$ cat src/asd_pkg.sv
// Constants shared by the address-space decode block.
// Assumes a single core clock and a 24-bit external address bus.
package asd_pkg;

    localparam int          IO_ADDR_W    = 16;
    localparam int          MEM_ADDR_W   = 24;
    localparam logic [15:0] PORT_INDEX   = 16'h0022;
    localparam logic [15:0] PORT_DATA    = 16'h0023;
    localparam logic [7:0]  CFG_IDX_LO   = 8'h00C0;
    localparam logic [7:0]  CFG_IDX_HI   = 8'h00CF;
    localparam logic [7:0]  CFG_RESET    = 8'h0000;
    localparam int          CFG_COUNT    = 16;
    localparam logic [23:0] ESC_BASE     = 24'h80_00F8;
    localparam logic [2:0]  REG_ESP      = 3'h0004;
    localparam int          REAL_CARRY   = 20;
    localparam logic [1:0]  SZ_BYTE      = 2'h0000;
    localparam logic [1:0]  SZ_WORD      = 2'h0001;
    localparam logic [1:0]  SZ_DWORD     = 2'h0002;
    localparam logic [3:0]  BE_BYTE      = 4'h0001;
    localparam logic [3:0]  BE_WORD      = 4'h0003;
    localparam logic [3:0]  BE_DWORD     = 4'h000F;

    typedef enum logic [1:0] {
        ASD_KIND_IO,
        ASD_KIND_MEM,
        ASD_KIND_ESC
    } asd_kind_t;

endpackage

$ cat src/asd_ea_if.sv
// Operand and result bundle between the decode top and the offset adder.
// Assumes the operands are stable for the cycle in which they are used.
`timescale 1ns/10ps
`default_nettype none
interface asd_ea_if;
    logic        base_en;
    logic [31:0] base_val;
    logic        idx_en;
    logic [2:0]  idx_reg;
    logic [31:0] idx_val;
    logic [1:0]  scale;
    logic        disp_en;
    logic [31:0] disp_val;
    logic [31:0] ea;
    logic        form_bad;

    modport calc (
        input  base_en, base_val, idx_en, idx_reg, idx_val, scale,
        input  disp_en, disp_val,
        output ea, form_bad
    );
    modport user (
        output base_en, base_val, idx_en, idx_reg, idx_val, scale,
        output disp_en, disp_val,
        input  ea, form_bad
    );
endinterface
`default_nettype wire

$ cat src/asd_top.sv
// Address generation and I/O / memory space decode for the core.
// Assumes one request per cycle at most, inputs synchronous to sys_clk.
// Overview of operation
// - I/O space is 64 KB, reached by byte, word or dword port transfers.
// - Every port input or output drives the memory/IO select low.
// - I/O port transfers force address bits 23:16 to zero; coprocessor ports set them to 80h.
// - Index goes to port 22h, data then moves through port 23h.
// - Accesses that hit a configuration register produce no external cycle.
// - Data port access without a fresh valid index goes external, no update.
// - Index writes outside C0h..CFh go external, clear idx_valid and touch no configuration register.
// - Reads of the index port always go external.
// - Memory space is 16 MB, with byte, word and dword transfers.
// - Multi-byte operands are little endian, addressed by their low byte.
// - Offset is base plus scaled index plus displacement, each optional.
// - Index comes from any register but the stack pointer, scaled 1/2/4/8.
// - Displacement is an immediate of up to 32 bits.
// - Only the nine base/index/scale/displacement forms are accepted.
// - Real mode adds segment times 16 to a 16-bit offset.
// - The carry of the real-mode sum is kept, giving 21 address bits.
// - A real-mode address beyond 1 MB raises a limit overrun pulse.
// - Escape opcodes reach coprocessor ports 80_00F8h..80_00FFh.
`timescale 1ns/10ps
`default_nettype none
module asd_top #(
    parameter int CFG_N = asd_pkg::CFG_COUNT
) (
    input  wire logic              sys_clk,
    input  wire logic              rst,
    input  wire logic              req_valid,
    input  wire asd_pkg::asd_kind_t req_kind,
    input  wire logic              req_write,
    input  wire logic [1:0]        req_size,
    input  wire logic [15:0]       req_port,
    input  wire logic [2:0]        req_esc_port,
    input  wire logic [31:0]       req_wdata,
    input  wire logic              req_real,
    input  wire logic [15:0]       req_seg,
    input  wire logic              base_en,
    input  wire logic [31:0]       base_val,
    input  wire logic              idx_en,
    input  wire logic [2:0]        idx_reg,
    input  wire logic [31:0]       idx_val,
    input  wire logic [1:0]        scale,
    input  wire logic              disp_en,
    input  wire logic [31:0]       disp_val,
    output logic                   bus_cyc,
    output logic                   bus_mio_n,
    output logic                   bus_write,
    output logic [23:0]            bus_addr,
    output logic [3:0]             bus_be,
    output logic [31:0]            bus_wdata,
    output logic                   int_done,
    output logic [7:0]             int_rdata,
    output logic                   idx_valid,
    output logic                   limit_exc,
    output logic                   form_fault
);
    asd_ea_if eif ();

    asd_ea u_ea (
        .eif (eif)
    );

    assign eif.base_en  = base_en;
    assign eif.base_val = base_val;
    assign eif.idx_en   = idx_en;
    assign eif.idx_reg  = idx_reg;
    assign eif.idx_val  = idx_val;
    assign eif.scale    = scale;
    assign eif.disp_en  = disp_en;
    assign eif.disp_val = disp_val;

    logic        bus_cyc_r,   bus_cyc_nxt;
    logic        mio_n_r,     mio_n_nxt;
    logic        write_r,     write_nxt;
    logic [23:0] addr_r,      addr_nxt;
    logic [3:0]  be_r,        be_nxt;
    logic [31:0] wdata_r,     wdata_nxt;
    logic        done_r,      done_nxt;
    logic [7:0]  rdata_r,     rdata_nxt;
    logic        ivalid_r,    ivalid_nxt;
    logic [3:0]  index_r,     index_nxt;
    logic        limit_r,     limit_nxt;
    logic        fault_r,     fault_nxt;
    logic        cfg_we;
    logic [7:0]  cfg_mem_r [CFG_N];
    logic [20:0] real_sum;
    logic        idx_in_range;

    // Byte enables follow the low address bits so the low byte sits lowest
    function automatic logic [3:0] be_of(input logic [1:0] sz,
                                         input logic [1:0] a);
        logic [3:0] m;
        m = asd_pkg::BE_BYTE;
        if (sz == asd_pkg::SZ_WORD)
            m = asd_pkg::BE_WORD;
        else if (sz == asd_pkg::SZ_DWORD)
            m = asd_pkg::BE_DWORD;
        return m << a;
    endfunction

    always_comb
    begin
        // Carry kept rather than wrapped so the area above 1 MB is reachable
        real_sum = {1'b0, req_seg, 4'h0000} + {5'h0000, eif.ea[15:0]};
        idx_in_range = req_wdata[7:0] >= asd_pkg::CFG_IDX_LO
                    && req_wdata[7:0] <= asd_pkg::CFG_IDX_HI;
    end

    always_comb
    begin
        bus_cyc_nxt = 1'b0;
        mio_n_nxt   = mio_n_r;
        write_nxt   = write_r;
        addr_nxt    = addr_r;
        be_nxt      = be_r;
        wdata_nxt   = wdata_r;
        done_nxt    = 1'b0;
        rdata_nxt   = rdata_r;
        ivalid_nxt  = ivalid_r;
        index_nxt   = index_r;
        limit_nxt   = 1'b0;
        fault_nxt   = 1'b0;
        cfg_we      = 1'b0;
        if (req_valid)
        begin
            write_nxt = req_write;
            wdata_nxt = req_wdata;
            be_nxt    = be_of(req_size, 2'b00);
            unique case (req_kind)
                asd_pkg::ASD_KIND_IO:
                begin
                    mio_n_nxt = 1'b0;
                    addr_nxt  = {8'h0000, req_port};
                    be_nxt    = be_of(req_size, req_port[1:0]);
                    if (req_port == asd_pkg::PORT_INDEX)
                    begin
                        if (req_write && idx_in_range)
                        begin
                            ivalid_nxt = 1'b1;
                            index_nxt  = req_wdata[3:0];
                            done_nxt   = 1'b1;
                        end
                        else
                        begin
                            bus_cyc_nxt = 1'b1;
                            if (req_write)
                                ivalid_nxt = 1'b0;
                        end
                    end
                    else if (req_port == asd_pkg::PORT_DATA)
                    begin
                        ivalid_nxt = 1'b0;
                        if (ivalid_r)
                        begin
                            done_nxt = 1'b1;
                            cfg_we   = req_write;
                            if (!req_write)
                                rdata_nxt = cfg_mem_r[index_r];
                        end
                        else
                            bus_cyc_nxt = 1'b1;
                    end
                    else
                        bus_cyc_nxt = 1'b1;
                end
                asd_pkg::ASD_KIND_ESC:
                begin
                    // Coprocessor ports sit above the plain 64 KB I/O space
                    mio_n_nxt   = 1'b0;
                    addr_nxt    = {asd_pkg::ESC_BASE[23:3], req_esc_port};
                    be_nxt      = be_of(req_size, 2'b00);
                    bus_cyc_nxt = 1'b1;
                end
                asd_pkg::ASD_KIND_MEM:
                begin
                    mio_n_nxt = 1'b1;
                    be_nxt    = be_of(req_size, eif.ea[1:0]);
                    if (req_real)
                    begin
                        addr_nxt  = {3'h0000, real_sum};
                        limit_nxt = real_sum[asd_pkg::REAL_CARRY];
                    end
                    else
                        addr_nxt = eif.ea[23:0];
                    // Malformed forms never reach the bus
                    fault_nxt   = eif.form_bad;
                    bus_cyc_nxt = !eif.form_bad;
                end
                default:
                begin
                    fault_nxt = 1'b1;
                end
            endcase
        end
    end

    always_ff @(posedge sys_clk or posedge rst)
    begin
        if (rst)
        begin
            bus_cyc_r <= 1'b0;
            mio_n_r   <= 1'b1;
            write_r   <= 1'b0;
            addr_r    <= 24'h00_0000;
            be_r      <= 4'h0000;
            wdata_r   <= 32'h0000_0000;
            done_r    <= 1'b0;
            rdata_r   <= 8'h0000;
            ivalid_r  <= 1'b0;
            index_r   <= 4'h0000;
            limit_r   <= 1'b0;
            fault_r   <= 1'b0;
        end
        else
        begin
            bus_cyc_r <= bus_cyc_nxt;
            mio_n_r   <= mio_n_nxt;
            write_r   <= write_nxt;
            addr_r    <= addr_nxt;
            be_r      <= be_nxt;
            wdata_r   <= wdata_nxt;
            done_r    <= done_nxt;
            rdata_r   <= rdata_nxt;
            ivalid_r  <= ivalid_nxt;
            index_r   <= index_nxt;
            limit_r   <= limit_nxt;
            fault_r   <= fault_nxt;
        end
    end

    always_ff @(posedge sys_clk or posedge rst)
    begin
        if (rst)
        begin
            for (int i = 0; i < CFG_N; i++)
                cfg_mem_r[i] <= asd_pkg::CFG_RESET;
        end
        else if (cfg_we)
            cfg_mem_r[index_r] <= req_wdata[7:0];
    end

    assign bus_cyc    = bus_cyc_r;
    assign bus_mio_n  = mio_n_r;
    assign bus_write  = write_r;
    assign bus_addr   = addr_r;
    assign bus_be     = be_r;
    assign bus_wdata  = wdata_r;
    assign int_done   = done_r;
    assign int_rdata  = rdata_r;
    assign idx_valid  = ivalid_r;
    assign limit_exc  = limit_r;
    assign form_fault = fault_r;

    logic io_req;
    logic [31:0] ea_ref;
    assign io_req = req_valid && req_kind == asd_pkg::ASD_KIND_IO;
    assign ea_ref = (base_en ? base_val : 32'h0000_0000)
                  + (idx_en ? (idx_val << scale) : 32'h0000_0000)
                  + (disp_en ? disp_val : 32'h0000_0000);
endmodule // asd_top
`default_nettype wire

$ cat src/asd_ea.sv
// Offset (effective address) adder: base + scaled index + displacement.
// Assumes the caller registers the result; this module is combinational.
`timescale 1ns/10ps
`default_nettype none
module asd_ea (
    asd_ea_if.calc eif
);
    logic [31:0] scaled;
    logic [31:0] base_term;
    logic [31:0] idx_term;
    logic [31:0] disp_term;

    always_comb
    begin
        scaled    = eif.idx_val << eif.scale;
        base_term = eif.base_en ? eif.base_val : 32'h0000_0000;
        idx_term  = eif.idx_en ? scaled : 32'h0000_0000;
        disp_term = eif.disp_en ? eif.disp_val : 32'h0000_0000;
        eif.ea    = base_term + idx_term + disp_term;
        // Only the nine legal forms pass; a bare index needs a displacement
        eif.form_bad = (eif.idx_en && eif.idx_reg == asd_pkg::REG_ESP)
                     || (!eif.base_en && !eif.idx_en && !eif.disp_en)
                     || (eif.idx_en && !eif.base_en && !eif.disp_en);
    end
endmodule // asd_ea
`default_nettype wire

$ cat config.mk
export PLATFORM = sky130hd
export DESIGN_NAME = asd_top
export DESIGN_NICKNAME = d
export VERILOG_FILES = /design/src/asd_pkg.sv /design/src/asd_ea_if.sv /design/src/asd_top.sv /design/src/asd_ea.sv
export SDC_FILE = /design/constraint.sdc
export NUM_CORES = 1
export LEC_CHECK = 0
export BUFFER_PORTS_ARGS = -buffer_cell sky130_fd_sc_hd__buf_4
export CAP_MARGIN = 15
export CELL_PAD_IN_SITES_DETAIL_PLACEMENT = 1
export CELL_PAD_IN_SITES_GLOBAL_PLACEMENT = 2
export CORE_MARGIN = 10
export CORE_UTILIZATION = 39
export CTS_CLUSTER_SIZE = 25
export DETAILED_ROUTE_END_ITERATION = 8
export GPL_ROUTABILITY_DRIVEN = 0
export GPL_TIMING_DRIVEN = 0
export PLACE_DENSITY_LB_ADDON = 0.3
export SLEW_MARGIN = 20
export SYNTH_ARGS = -nofsm -noshare
export SYNTH_HDL_FRONTEND = slang
export SYNTH_SLANG_ARGS = --single-unit
$ cat constraint.sdc
create_clock -name sys_clk -period 9.5 [get_ports sys_clk]
set_input_delay 0.475 -clock sys_clk [delete_from_list [all_inputs] [get_ports sys_clk]]
set_output_delay 0.475 -clock sys_clk [all_outputs]
set_load 0.05 [all_outputs]
After elaboration in Yosys (flattened, before gate mapping)
Cells that the tools add are included.

Output and inout port bits: 75. Register bits after elaboration: 207. Bits of input ports: 180. Word-level logic and storage cells: 118.

Bitwise gates (word level): 3. $add $sub $neg: 3. Equal/unequal tests: 8. Magnitude comparators: 4. Muxes and demuxes: 45. Shift-type cells: 3. Reductions and logical operators: 24.

Operators by type and width (number): 128-bit bitwise mux (1); 24-bit two-way mux (4); 24-bit one-hot mux with 3 select lines (1); 24-bit adder (2); 8-bit binary-select mux with 4-bit select (1); 8-bit demux with 4-bit select (1); 16-bit by 6-bit == test with 1-bit output (second input constant) (2); 32-bit by 2-bit << shifter with 24-bit output (1); 1-bit two-way mux (24); 4-bit two-way mux (6); 8-bit two-way mux (3); 20-bit by 16-bit adder with 21-bit output (1); 8-bit greater-or-equal comparator (second input constant) (1); 8-bit <= comparator (second input constant) (1); 1-bit logical AND (8); 4-bit one-hot mux with 2 select lines (1); 4-bit AND reduction (2); 4-bit by 2-bit << shifter with 4-bit output (2); 6-bit AND reduction (1); 5-bit greater-or-equal comparator (second input constant) (1); 5-bit by 1-bit < comparator with 1-bit output (second input constant) (1); 4-bit NOT with 5-bit output (1); 2-bit by 1-bit == test with 1-bit output (second input constant) (2); 2-bit == test (second input constant) (2); 12 further kinds (20).

Depth between registers and ports, before layout
Gate-level depths: netlist (run 1).

Depth after elaboration: 8. Mapped depth: 21. Depth with buffers taken out: 19.

Modules after synthesis
A second synthesis (run 1) with hierarchy kept.

Cells, all modules: 1183. Area total of the unflattened synthesis: 13484.2 µm².

Modules (own cells, without submodules): asd_top (instances 1, cells each 724, seq. area each 5181.2 µm², area each 9912.0 µm²); asd_ea (instances 1, cells each 459, seq. area each 0.0 µm², area each 3572.2 µm²).

Worst setup path after synthesis (run 1)
No wires, ideal clock.

Kind: input -> register. Start: input port scale[0]. End: register addr_r[18] (netlist: bus_addr[18]). Data required time: 9374 ps. Buffers on the path: 3. Stages on the path: 21. Setup time: 126 ps. Arrival time: 5443 ps. Path slack: 3931 ps. Cells stage by stage: buf_2 buf_1 clkbuf_1 mux2_2 nand2_1 fa_1 inv_1 ha_1 fa_1 a211oi_1 o21bai_1 o21a_1 or3_1 and2_1 ha_1 o211a_1 a211oi_1 a211oi_1 o211ai_1 mux2i_1 a221o_1.

Longest elaborated chain between the ends: 7.

RTL lines: start: declaration (RTL line asd_top.sv:43) `input wire logic [1:0] scale,`; 32-bit by 2-bit << shifter with 24-bit output (*); 24-bit two-way mux (*) (RTL line asd_ea.sv:17) `idx_term = eif.idx_en ? scaled : 32'h0000_0000;`; 24-bit adder (*) (2 in series) (RTL line asd_ea.sv:19) `eif.ea = base_term + idx_term + disp_term;`; 20-bit by 16-bit adder with 21-bit output (RTL line asd_top.sv:105) `real_sum = {1'b0, req_seg, 4'h0000} + {5'h0000, eif.ea[15:0]};`; 24-bit two-way mux (*) (RTL line asd_top.sv:179) `if (req_real)`; 24-bit one-hot mux with 3 select lines (*) (RTL line asd_top.sv:130) `unique case (req_kind)`; end signal: assignment (RTL line asd_top.sv:220) `addr_r <= addr_nxt;`; end: declaration (RTL line asd_top.sv:76) `logic [23:0] addr_r, addr_nxt;`.

Mark *: on every way between the ends. The rest lies on a longest branch, timed or not. A chain may end at the register's enable or synchronous reset.

Worst setup path after layout (run 1)
Start: input port scale[0]. End: register addr_r[20] (netlist: bus_addr[20]).

Same word-level chain as after synthesis.

==> results of run 1 <==
==> sequential cells by signal, indices dropped and copies added (netlist names) <==
register,cells
int_done,1
bus_wdata,32
form_fault,1
idx_valid,1
bus_cyc,1
limit_exc,1
cfg_mem_r,128
bus_addr,24
bus_mio_n,1
int_rdata,8
bus_write,1
bus_be,4
index_r,4
==> critical path: cells and delay by family <==
kind	cells	cell delay, ps
AO/OA/AOI/OAI	8	2510
adder cells (fa/ha/maj)	4	1530
buffers and inverters	4	1400
AND/OR/NAND/NOR	4	710
multiplexers	1	260
==> per-layer routing <==
layer	part of all wire, %	GRT usage, %	wire [microns]	vias up
li1	-	-	-	4477
met3	6.8	4.94	2840	35
met2	46	33.3	19000	277
met5	0	0	0	-
met1	46	28.1	19000	5057
met4	1.8	4.21	760	0
==> cell usage after synthesis (all sizes together) (13+ instances only) <==
library cell    n
mux4           59
mux2          179
inv            58
xnor2          15
a211oi         13
dfrtp         206
clkbuf         47
nor2           44
fa             25
a21oi          43
o21ai          47
a21o           15
ha             40
nand2         129
==> cell families (layout without fill, tap and decap cells) <==
logic type               after synthesis  count (layout)  synth area share, %
adder cells (fa/ha/maj)               65              65                 7.92
buffers and inverters                113             387                 3.40
AND/OR/NAND/NOR                      257             257                 9.59
XOR/XNOR                              26              26                 1.91
other                                  0               3                    0
multiplexers                         247             247                 27.2
AO/OA/AOI/OAI                        175             175                 8.98
flip-flops                           207             207                 41.0
==> worst max path at each step <==
stage,start,end
3_3_place_gp,rst,bus_addr[3]
2_1_floorplan,rst,bus_addr[0]
4_1_cts,scale[0],bus_addr[20]
5_1_grt,scale[0],bus_addr[20]
6_report,scale[0],bus_addr[20]
3_5_place_dp,scale[0],bus_addr[20]
==> layout make-up <==
class | instances | share of cell area, %
Clock inverter | 14 | 1.36
Sequential cell | 207 | 32.6
Clock buffer | 34 | 4.72
Inverter | 59 | 1.44
Antenna cell | 3 | 0.0472
Buffer | 54 | 1.31
Multi-Input combinational cell | 770 | 44.2
Timing Repair Buffer | 226 | 10.9
Tap cell | 435 | 3.42
==> where the power goes <==
| part | switching [uW] | internal, uW |
|---|---|---|
| clock | 406 | 693 |
| sequential | 19.7 | 916 |
| combinational | 464 | 281 |
| total | 890 | 1890 |
==> metrics by stage <==
step                      util (%)  power (uW)  setup slack [ps]  area [sq um]  instances
after floorplan                  -        1450              3370         12600       1090
after global placement        46.7        1690               788         14900       1748
after detailed placement      46.9        1700              2520         14900       1750
after CTS                     50.0        2810              3040         15900       1799
after global routing          50.0        2920              2640         15900       1799
final                         50.0        2780              3040         15900       1802
==> placed cells by master, fill, tap and decap left out, types with 15 or more instances in the layout <==
master,synthesis,final
ha_1,40,40
o21ai_0,47,47
a21o_1,15,15
clkbuf_1,47,48
clkbuf_16,0,26
nand2_1,129,129
buf_4,0,223
inv_1,58,57
xnor2_1,15,15
nor2_1,44,44
fa_1,25,25
mux4_2,59,59
a21oi_1,43,43
dfrtp_1,206,206
mux2_2,173,173
==> repair_timing <==
| action | CTS | global route |
|---|---|---|
| hold buffers | 1 | 0 |
| endpoints found under the hold margin | 8 | 0 |
| resized for setup | 0 | 0 |
| endpoints found under the setup margin | 0 | 0 |
| setup buffers | 0 | 0 |
==> impl_results.md, run 1 <==
- Worst EP arrival: 6880 ps
- Clock Skew: 22.8 ps
- Seq/Total Area, Yosys: 41.0%
- CTS tree: done
- Die H: 200 microns
- Synth top area share: 40.8%
- Global Route Usage Sum: 20.8%
- Crit path capture type: flip-flop
- DIE AREA: 40000 sq um
- Critical R2R Launch: index_r[0]
- Die X-Extent: around 200 microns
- Top cells by area, synth: dfrtp_1 (41%), mux2_2 (15%), mux4_2 (11%)
- Vias in the first global route: around 11000
- Largest net degree at the start of global routing: 105
- Syn nets: 1335
- Min Hold Slack: 140 ps
- Slowest CP cell: o21ai_0
- CP max stage delay: around 790 ps
- Final Cycle Share: 68.0%
- Crit start category: input port
- Layout area overhead: 25.8%
- Post-DR vias/cell: 5.46
- Worst r2r dst: int_rdata[4]
- Final Slew Violations: 0
- H-tree depth: 1
- Leakage power: 0.00770 uW
- CP max FO: 10
- Yosys warns: 0
- Dpl hpwl: 32800 microns
- Per-cell routed wire length: 23.1 microns
- Cell area after synthesis: 12600 sq um
- Slew @ Worst Pin: ~910 ps
- Final hold vios: 0
- Initial Util: between 30% and 40%
- Share of cells above drive strength 1: 37.8%
- DR vias: 9846
- Maximum clock rate: 155 MHz
- Antenna violations before repair: 4
- ANT nets after route: 0
- VDD IR-drop max: about 130 uV
- Hold Path Depth: 2
- Gate Count Post-Synth: 1090
- Register area: 5180 sq um
- Post-synth EDFFs: 0
- Global-route wire length before repair: 64300 microns
- Post-synthesis sequential element count: 207
- Reg2Reg Setup Slack: 6540 ps
- # setup viols final: 0
- Fin nets: 1589
- Multi-input gate area: 7020 sq um
- Drc violations: 0
- Cell mode on critical path: a211oi_1
- Min-Delay Endpoint: idx_valid
- Dominant cell type by area after synthesis: dfrtp_1
- Syn avg cell area: 11.6 sq um
- Worst reg2reg path depth: 5
- Setup Crit Path Kind: input port to flip-flop
- PortBufs: 223
- GRT overflow: 0
- Max-cap violations: 0
- Filler cells: between 3000 and 4000
- Pwr per Cell Area: 175 nW/um^2
- CTS max path bufs: 3
- Worst rel slew slack: 38.7%
- CTS Buf Count: 26
- Main synth FF type: dfrtp_1
- Fin crit period: 6460 ps
- CTS sink cnt: 207
- Number of I/O pins: 255
- Library cells used by synthesis: 64
- CTS clk-pin slew, worst paths: 60 ps
- Crit path cell chain: buf_2 > buf_1 > clkbuf_1 > mux2_2 > nand2_1 > fa_1 > inv_1 > ha_1 > fa_1 > a211oi_1 > o21bai_1 > o21a_1 > or3_1 > and2_1 > ha_1 > o211a_1 > a211oi_1 > a211oi_1 > o21ai_0 > o221a_2 > nand3_1
- Initial DRC Count: between 400 and 500
- Async SR Flop Fraction: between 90% and 100%
- Worst-Skew Late Latency: 540 ps
- Worst EP required: between 9000 and 10000 ps
- Row cnt: between 60 and 70
- Worst Hold Class: input port to flip-flop
- RSZ-0062 raised after global routing: false
- HP Start: req_port[0]
- First drt pass iteration count: 5
- Root Driver: clkbuf_16
- Core area: 31800 sq um
- Post-route setup TNS: 0 ps
- Status: completed
- Routed WL: 41600 microns
(Power assumes the default switching activity.)
==> run 2: changes to the inputs <==
Settings changed: CORE_UTILIZATION 39 to 36.
Clock period 9.5 ns to 6.2 ns, I/O delays scaled along.
==> impl_results.md, run 2 (same netlist as run 1, synthesis figures left out) <==
- Routed WL: ~43000 microns
- GRT overflow: 0
- Filler cells: 3760
- Dpl cell area: 14900 sq um
- Worst EP required: approximately 6700 ps
- Initial DRC Count: 547
- Initial Util: 36.6%
- Total setup buffers inserted after CTS: 0
- DIE AREA: 43000 sq um
- First drt pass iteration count: 5
- Final Slew Violations: 0
- Top reg by flops: cfg_mem_r
- Clock Skew: 15.0 ps
- CP max FO: 19
- Min Hold Slack: 24.3 ps
- Status: completed
- Most common cell after layout, fill and taps aside: buf_4
- VDD IR-drop max: around 230 uV
- Int Pwr: about 2800 uW
- Share of cells above drive strength 1: 37.2%
- Core area: 34500 sq um
- H-tree depth: 1
- Worst Hold Class: input port to flip-flop
- Leakage power: 0.00776 uW
- Antenna violations before repair: 3
- Logic pwr share: 27.6%
- Die X-Extent: 207 microns
- Worst reg2reg path depth: 5
- Final Cycle Share: 88.0%
- Crit path capture: bus_addr[20]
- NetSw: 1380 uW
- Drc violations: 0
- CTS max path bufs: 3
- Number of I/O pins: 255
- Clock power frac: between 30% and 40%
- DR vias: slightly below 10000
- Number of instances in the placed design: 1770
- Max-cap violations: 0
- Row cnt: 68
- Global Route Usage Sum: 19.6%
- Crit start category: input port
- CP max stage delay: ~530 ps
- Fin nets: roughly 1600
- Post-route setup TNS: 0 ps
- Dpl hpwl: 33800 microns
- Worst EP arrival: 5940 ps
- Per-cell routed wire length: 23.4 microns
- Worst rel slew slack: 36.4%
- Pwr per Cell Area: 261 nW/um^2
- Sequential power share: 34.1%
- PortBufs: 223
- Largest net degree at the start of global routing: 81
- Final hold vios: 0
- Crit path cell chain: buf_2 > clkbuf_2 > mux2_2 > nand2_1 > fa_1 > inv_1 > ha_1 > fa_1 > a211oi_1 > o21bai_1 > o21a_1 > o41ai_1 > xnor2_1 > ha_1 > o21a_1 > o211ai_1 > a211oi_1 > o21ai_1 > o221a_2 > nand3_1
- Worst r2r dst: int_rdata[7]
- RSZ-0062 raised after global routing: false
- CTS Buf Count: 25
- CTS clk-pin slew, worst paths: ~70 ps
- Most frequent cells in the layout: buf_4 (223), dfrtp_1 (206), mux2_2 (173)
- Layout area overhead: 27.4%
- Vias in the first global route: 10898
- Die H: roughly 210 microns
- Max reg flops: 128
- Slew @ Worst Pin: 950 ps
- CTS tree: done
- # setup viols final: 0
- Root Driver: clkbuf_16
- Worst-Skew Late Latency: 550 ps
- Reg2Reg Setup Slack: approximately 3200 ps
- Maximum clock rate: 183 MHz
- Fin crit period: around 5500 ps
- Critical R2R Launch: index_r[0]
- Global-route wire length before repair: roughly 67000 microns
- Switching Share: roughly 33%
- Slowest CP cell: fa_1
- CTS sink cnt: 207
- Post-Layout Inst Area: approximately 16000 sq um
- Setup Crit Path Kind: input port to flip-flop
- Crit. Startpoint: scale[0]
- Finished Layout Cells: 1841
- Post-DR vias/cell: 5.40
- ANT nets after route: 0
- Crit path capture type: flip-flop
run 2: changes by cell type in the layout (fill, tap and decap cells not counted), sizes merged:
cell / previous run / this run
buf: 232 / 230
dlygate4sd3: 1 / 25
inv: 60 / 61
diode: 3 / 2
clkbuf: 81 / 77
clkinvlp: 1 / 3
clkinv: 7 / 6
run 2: layout make-up:
cell class                 count  area (sq um)  share of cell area [%]
antenna                        2          5.00                  0.0311
buffer                        53           208                    1.29
clock buffer                  29           661                    4.11
clock inverter                16           235                    1.46
inverter                      59           229                    1.42
multi-input combinational    770          7020                    43.6
sequential                   207          5180                    32.2
tap                          455           569                    3.54
timing repair buffer         250          1980                    12.3
run 2: per-stage QoR:
step / worst slack [ps] / utilization [%] / total power [uW]
global placement: -2460 / 43.1 / 2580
global route: 180 / 46.6 / 4420
CTS: 178 / 46.6 / 4250
detailed placement: -612 / 43.2 / 2610
floorplan: 239 / - / 2220
finish: 741 / 46.6 / 4210
run 2: power groups by stage:
| stage | Sequential (uW) | Clock (uW) | Combinational [uW] |
|---|---|---|---|
| finish | 1430 | 1610 | 1160 |
| global route | 1440 | 1710 | 1280 |
| CTS | 1430 | 1650 | 1170 |
| detailed placement | 1460 | 0 | 1150 |
| global placement | 1460 | 0 | 1130 |
| floorplan | 1640 | 0 | 578 |
run 2: how the worst min path moves through the flow:
stage	from	end	slack (ps)	cells after the start
4_1_cts	req_wdata[13]	bus_wdata[13]	4	2
6_report	req_wdata[13]	bus_wdata[13]	20	2
3_3_place_gp	bus_mio_n	bus_mio_n	450	2
3_5_place_dp	rst	bus_wdata[19]	410	2
5_1_grt	req_wdata[13]	bus_wdata[13]	20	2
2_1_floorplan	req_port[0]	idx_valid	390	1
run 2: metal layers:
| layer | vias up | track usage (%) | routed length, microns | share of wire, % |
|---|---|---|---|---|
| li1 | 4529 | - | - | - |
| met1 | 5082 | 25.7 | 19500 | 45 |
| met2 | 255 | 31.1 | 19600 | 46 |
| met3 | 68 | 5.48 | 2840 | 6.6 |
| met4 | 2 | 5.27 | 1100 | 2.6 |
| met5 | - | 0 | 13 | 0.030 |
run 2: critical path, delay by kind of cell:
kind,cells,cell delay [ps]
buffers and inverters,3,810
muxes,1,260
and+or+nand+nor,2,200
AOI/OAI and AO/OA,9,2500
xor gates and xnor gates,1,210
adders and majority gates,4,1630
run 2: what timing repair did:
action / in CTS / in global routing
resized for setup: 1 / 5
hold endpoints to repair: 93 / 0
hold buffers: 25 / 0
endpoints found under the setup margin: 1 / 4
==> run 3: changes to the inputs <==
Settings changed: PLACE_DENSITY_LB_ADDON 0.3 to 0.1.
==> impl_results.md, run 3 (same netlist as run 1, synthesis figures left out) <==
- Status: completed
- WL met2: ~20000 microns
- First drt pass iteration count: 4
- Worst EP arrival: 6060 ps
- Die X-Extent: between 200 and 250 microns
- Global-route wire length before repair: roughly 66000 microns
- Worst Hold Class: input port to flip-flop
- Most common cell after layout, fill and taps aside: buf_4
- CP max stage delay: 600 ps
- Top reg by flops: cfg_mem_r
- Filler cells: 3785
- Reg2Reg Setup Slack: 3210 ps
- CTS max path bufs: 3
- Final hold vios: 0
- Wl on met1: around 19000 microns
- Largest net degree at the start of global routing: 94
- Layout area overhead: 26.5%
- Fin util: 46.3%
- Register area: 5180 sq um
- Max-cap violations: 0
- Buf+Inv Stages, Crit Path: 4
- GRT overflow: 0
- Post-DR vias/cell: 5.30
- Per-cell routed wire length: roughly 23 microns
- Worst EP required: 6620 ps
- Slew @ Worst Pin: between 800 and 900 ps
- CP max FO: 10
- Post-Layout Inst Area: 16000 sq um
- Worst reg2reg path depth: 5
- Worst-Skew Late Latency: 550 ps
- Initial DRC Count: 451
- Slowest CP cell: a221oi_1
- Die H: 207 microns
- Finished Layout Cells: 1840
- Vias in the first global route: between 10000 and 15000
- Crit path cell chain: clkbuf_1 > buf_1 > clkbuf_2 > nand3b_1 > o21ai_0 > nand2_1 > fa_1 > inv_1 > ha_1 > a211oi_1 > o21ai_0 > a221oi_1 > nor2_1 > xor2_1 > ha_1 > o21a_1 > o211ai_1 > o21ai_0 > o21ai_1 > o221a_2 > nand3_1
- CTS sink cnt: ~210
- ANT nets after route: 0
- RSZ-0062 raised after global routing: false
- Tot Pwr: 4000 uW
- Dpl hpwl: 33100 microns
- Max reg flops: 128
- Share of cells above drive strength 1: a little under two fifths
- Met3 Wirelength: 2240 microns
- Number of I/O pins: 255
- Row cnt: between 60 and 70
- Final worst setup slack: 566 ps
- DR top layer: met5
- Antenna violations before repair: 5
- Core area: 34500 sq um
- Fin nets: 1612
- Leakage power: 0.00770 uW
- Worst rel slew slack: a little over two fifths
- Dpl cell area: 14900 sq um
- CTS tree: done
- Critical path's top delay family: compound AO/OA/AOI/OAI gates
- Setup WS pre-CTS: -411 ps
- PortBufs: 223
- Multi-input gate area: approximately 7000 sq um
- CTS Buf Count: 25
- Routed WL: 42200 microns
- Maximum clock rate: approximately 180 MHz
- Root Driver: clkbuf_16
- DIE AREA: 43000 sq um
- DR vias: 9744
- H-tree depth: 1
- Final Cycle Share: 90.9%
- Hold Path Depth: 3
- # setup viols final: 0
- Global Route Usage Sum: 19.2%
- Crit path capture type: flip-flop
- Pwr per Cell Area: 250 nW/um^2
- Fin crit period: 5630 ps
- Number of instances in the placed design: 1770
- WP depth: 21
- VDD IR-drop max: 179 uV
- Final Slew Violations: 0
- Cell mode on critical path: o21ai_0
- Setup Crit Path Kind: input port to flip-flop
- Most frequent cells in the layout: buf_4 (223), dfrtp_1 (206), mux2_2 (173)
- CTS clk-pin slew, worst paths: ~60 ps
- Initial Util: 36.6%
- Clock Skew: between 15 and 20 ps
- Crit start category: input port
- Drc violations: 0
==> run 3: cell count changes in the layout (fill, tap and decap cells not counted), sizes merged <==
cell         previous run  this run
diode                   2         1
clkbuf                 77        81
bufinv                  5         0
buf                   230       231
inv                    61        60
dlygate4sd3            25        26
==> run 3: where the power goes <==
group | internal (uW) | switching [uW]
Clock | 796 | 609
Sequential | 1400 | 30.5
Combinational | 441 | 720
Total | 2640 | 1360
==> run 3: cell type report <==
| cell class | count | area share, % |
|---|---|---|
| Multi-Input combinational cell | 770 | 44.0 |
| Sequential cell | 207 | 32.4 |
| Timing Repair Buffer | 251 | 12.5 |
| Clock buffer | 34 | 4.38 |
| Tap cell | 455 | 3.56 |
| Inverter | 59 | 1.43 |
| Buffer | 53 | 1.28 |
| Clock inverter | 10 | 0.501 |
| Antenna cell | 1 | 0.0157 |
==> run 3: routing by layer <==
metal  GRT usage, %  up-vias
met1           25.0     4964
met2           31.9      209
met5              0        -
met4           4.01        6
met3           4.50       42
li1               -     4523
==> run 3: through the flow <==
stage / hold WS, ps / setup TNS, ps
final: 65.2 / 0
after global routing: 60.9 / 0
after CTS: 37.8 / 0
after detailed placement: 303 / -996
after global placement: 453 / -522830
after floorplan: 392 / 0
==> run 3: path summary, 6_finish.rpt <==
check,start,end
max reg2reg,index_r[0],int_rdata[4]
min,req_port[9],bus_addr[9]
min reg2reg,bus_mio_n,bus_mio_n
max in group asynchronous,rst,bus_addr[17]
max,scale[1],bus_addr[20]
min in group asynchronous,rst,bus_wdata[16]
==> run 3: worst min-delay path, cell delays in order <==
cell,delay (ps)
buf_4,90
a21oi_1,60
o22ai_1,100
==> run 3: timing repair <==
item,in CTS,in global routing
gates resized for setup,0,3
setup endpoints to repair,0,6
buffers inserted,0,0
hold endpoints to repair,61,0
hold buffers,26,0
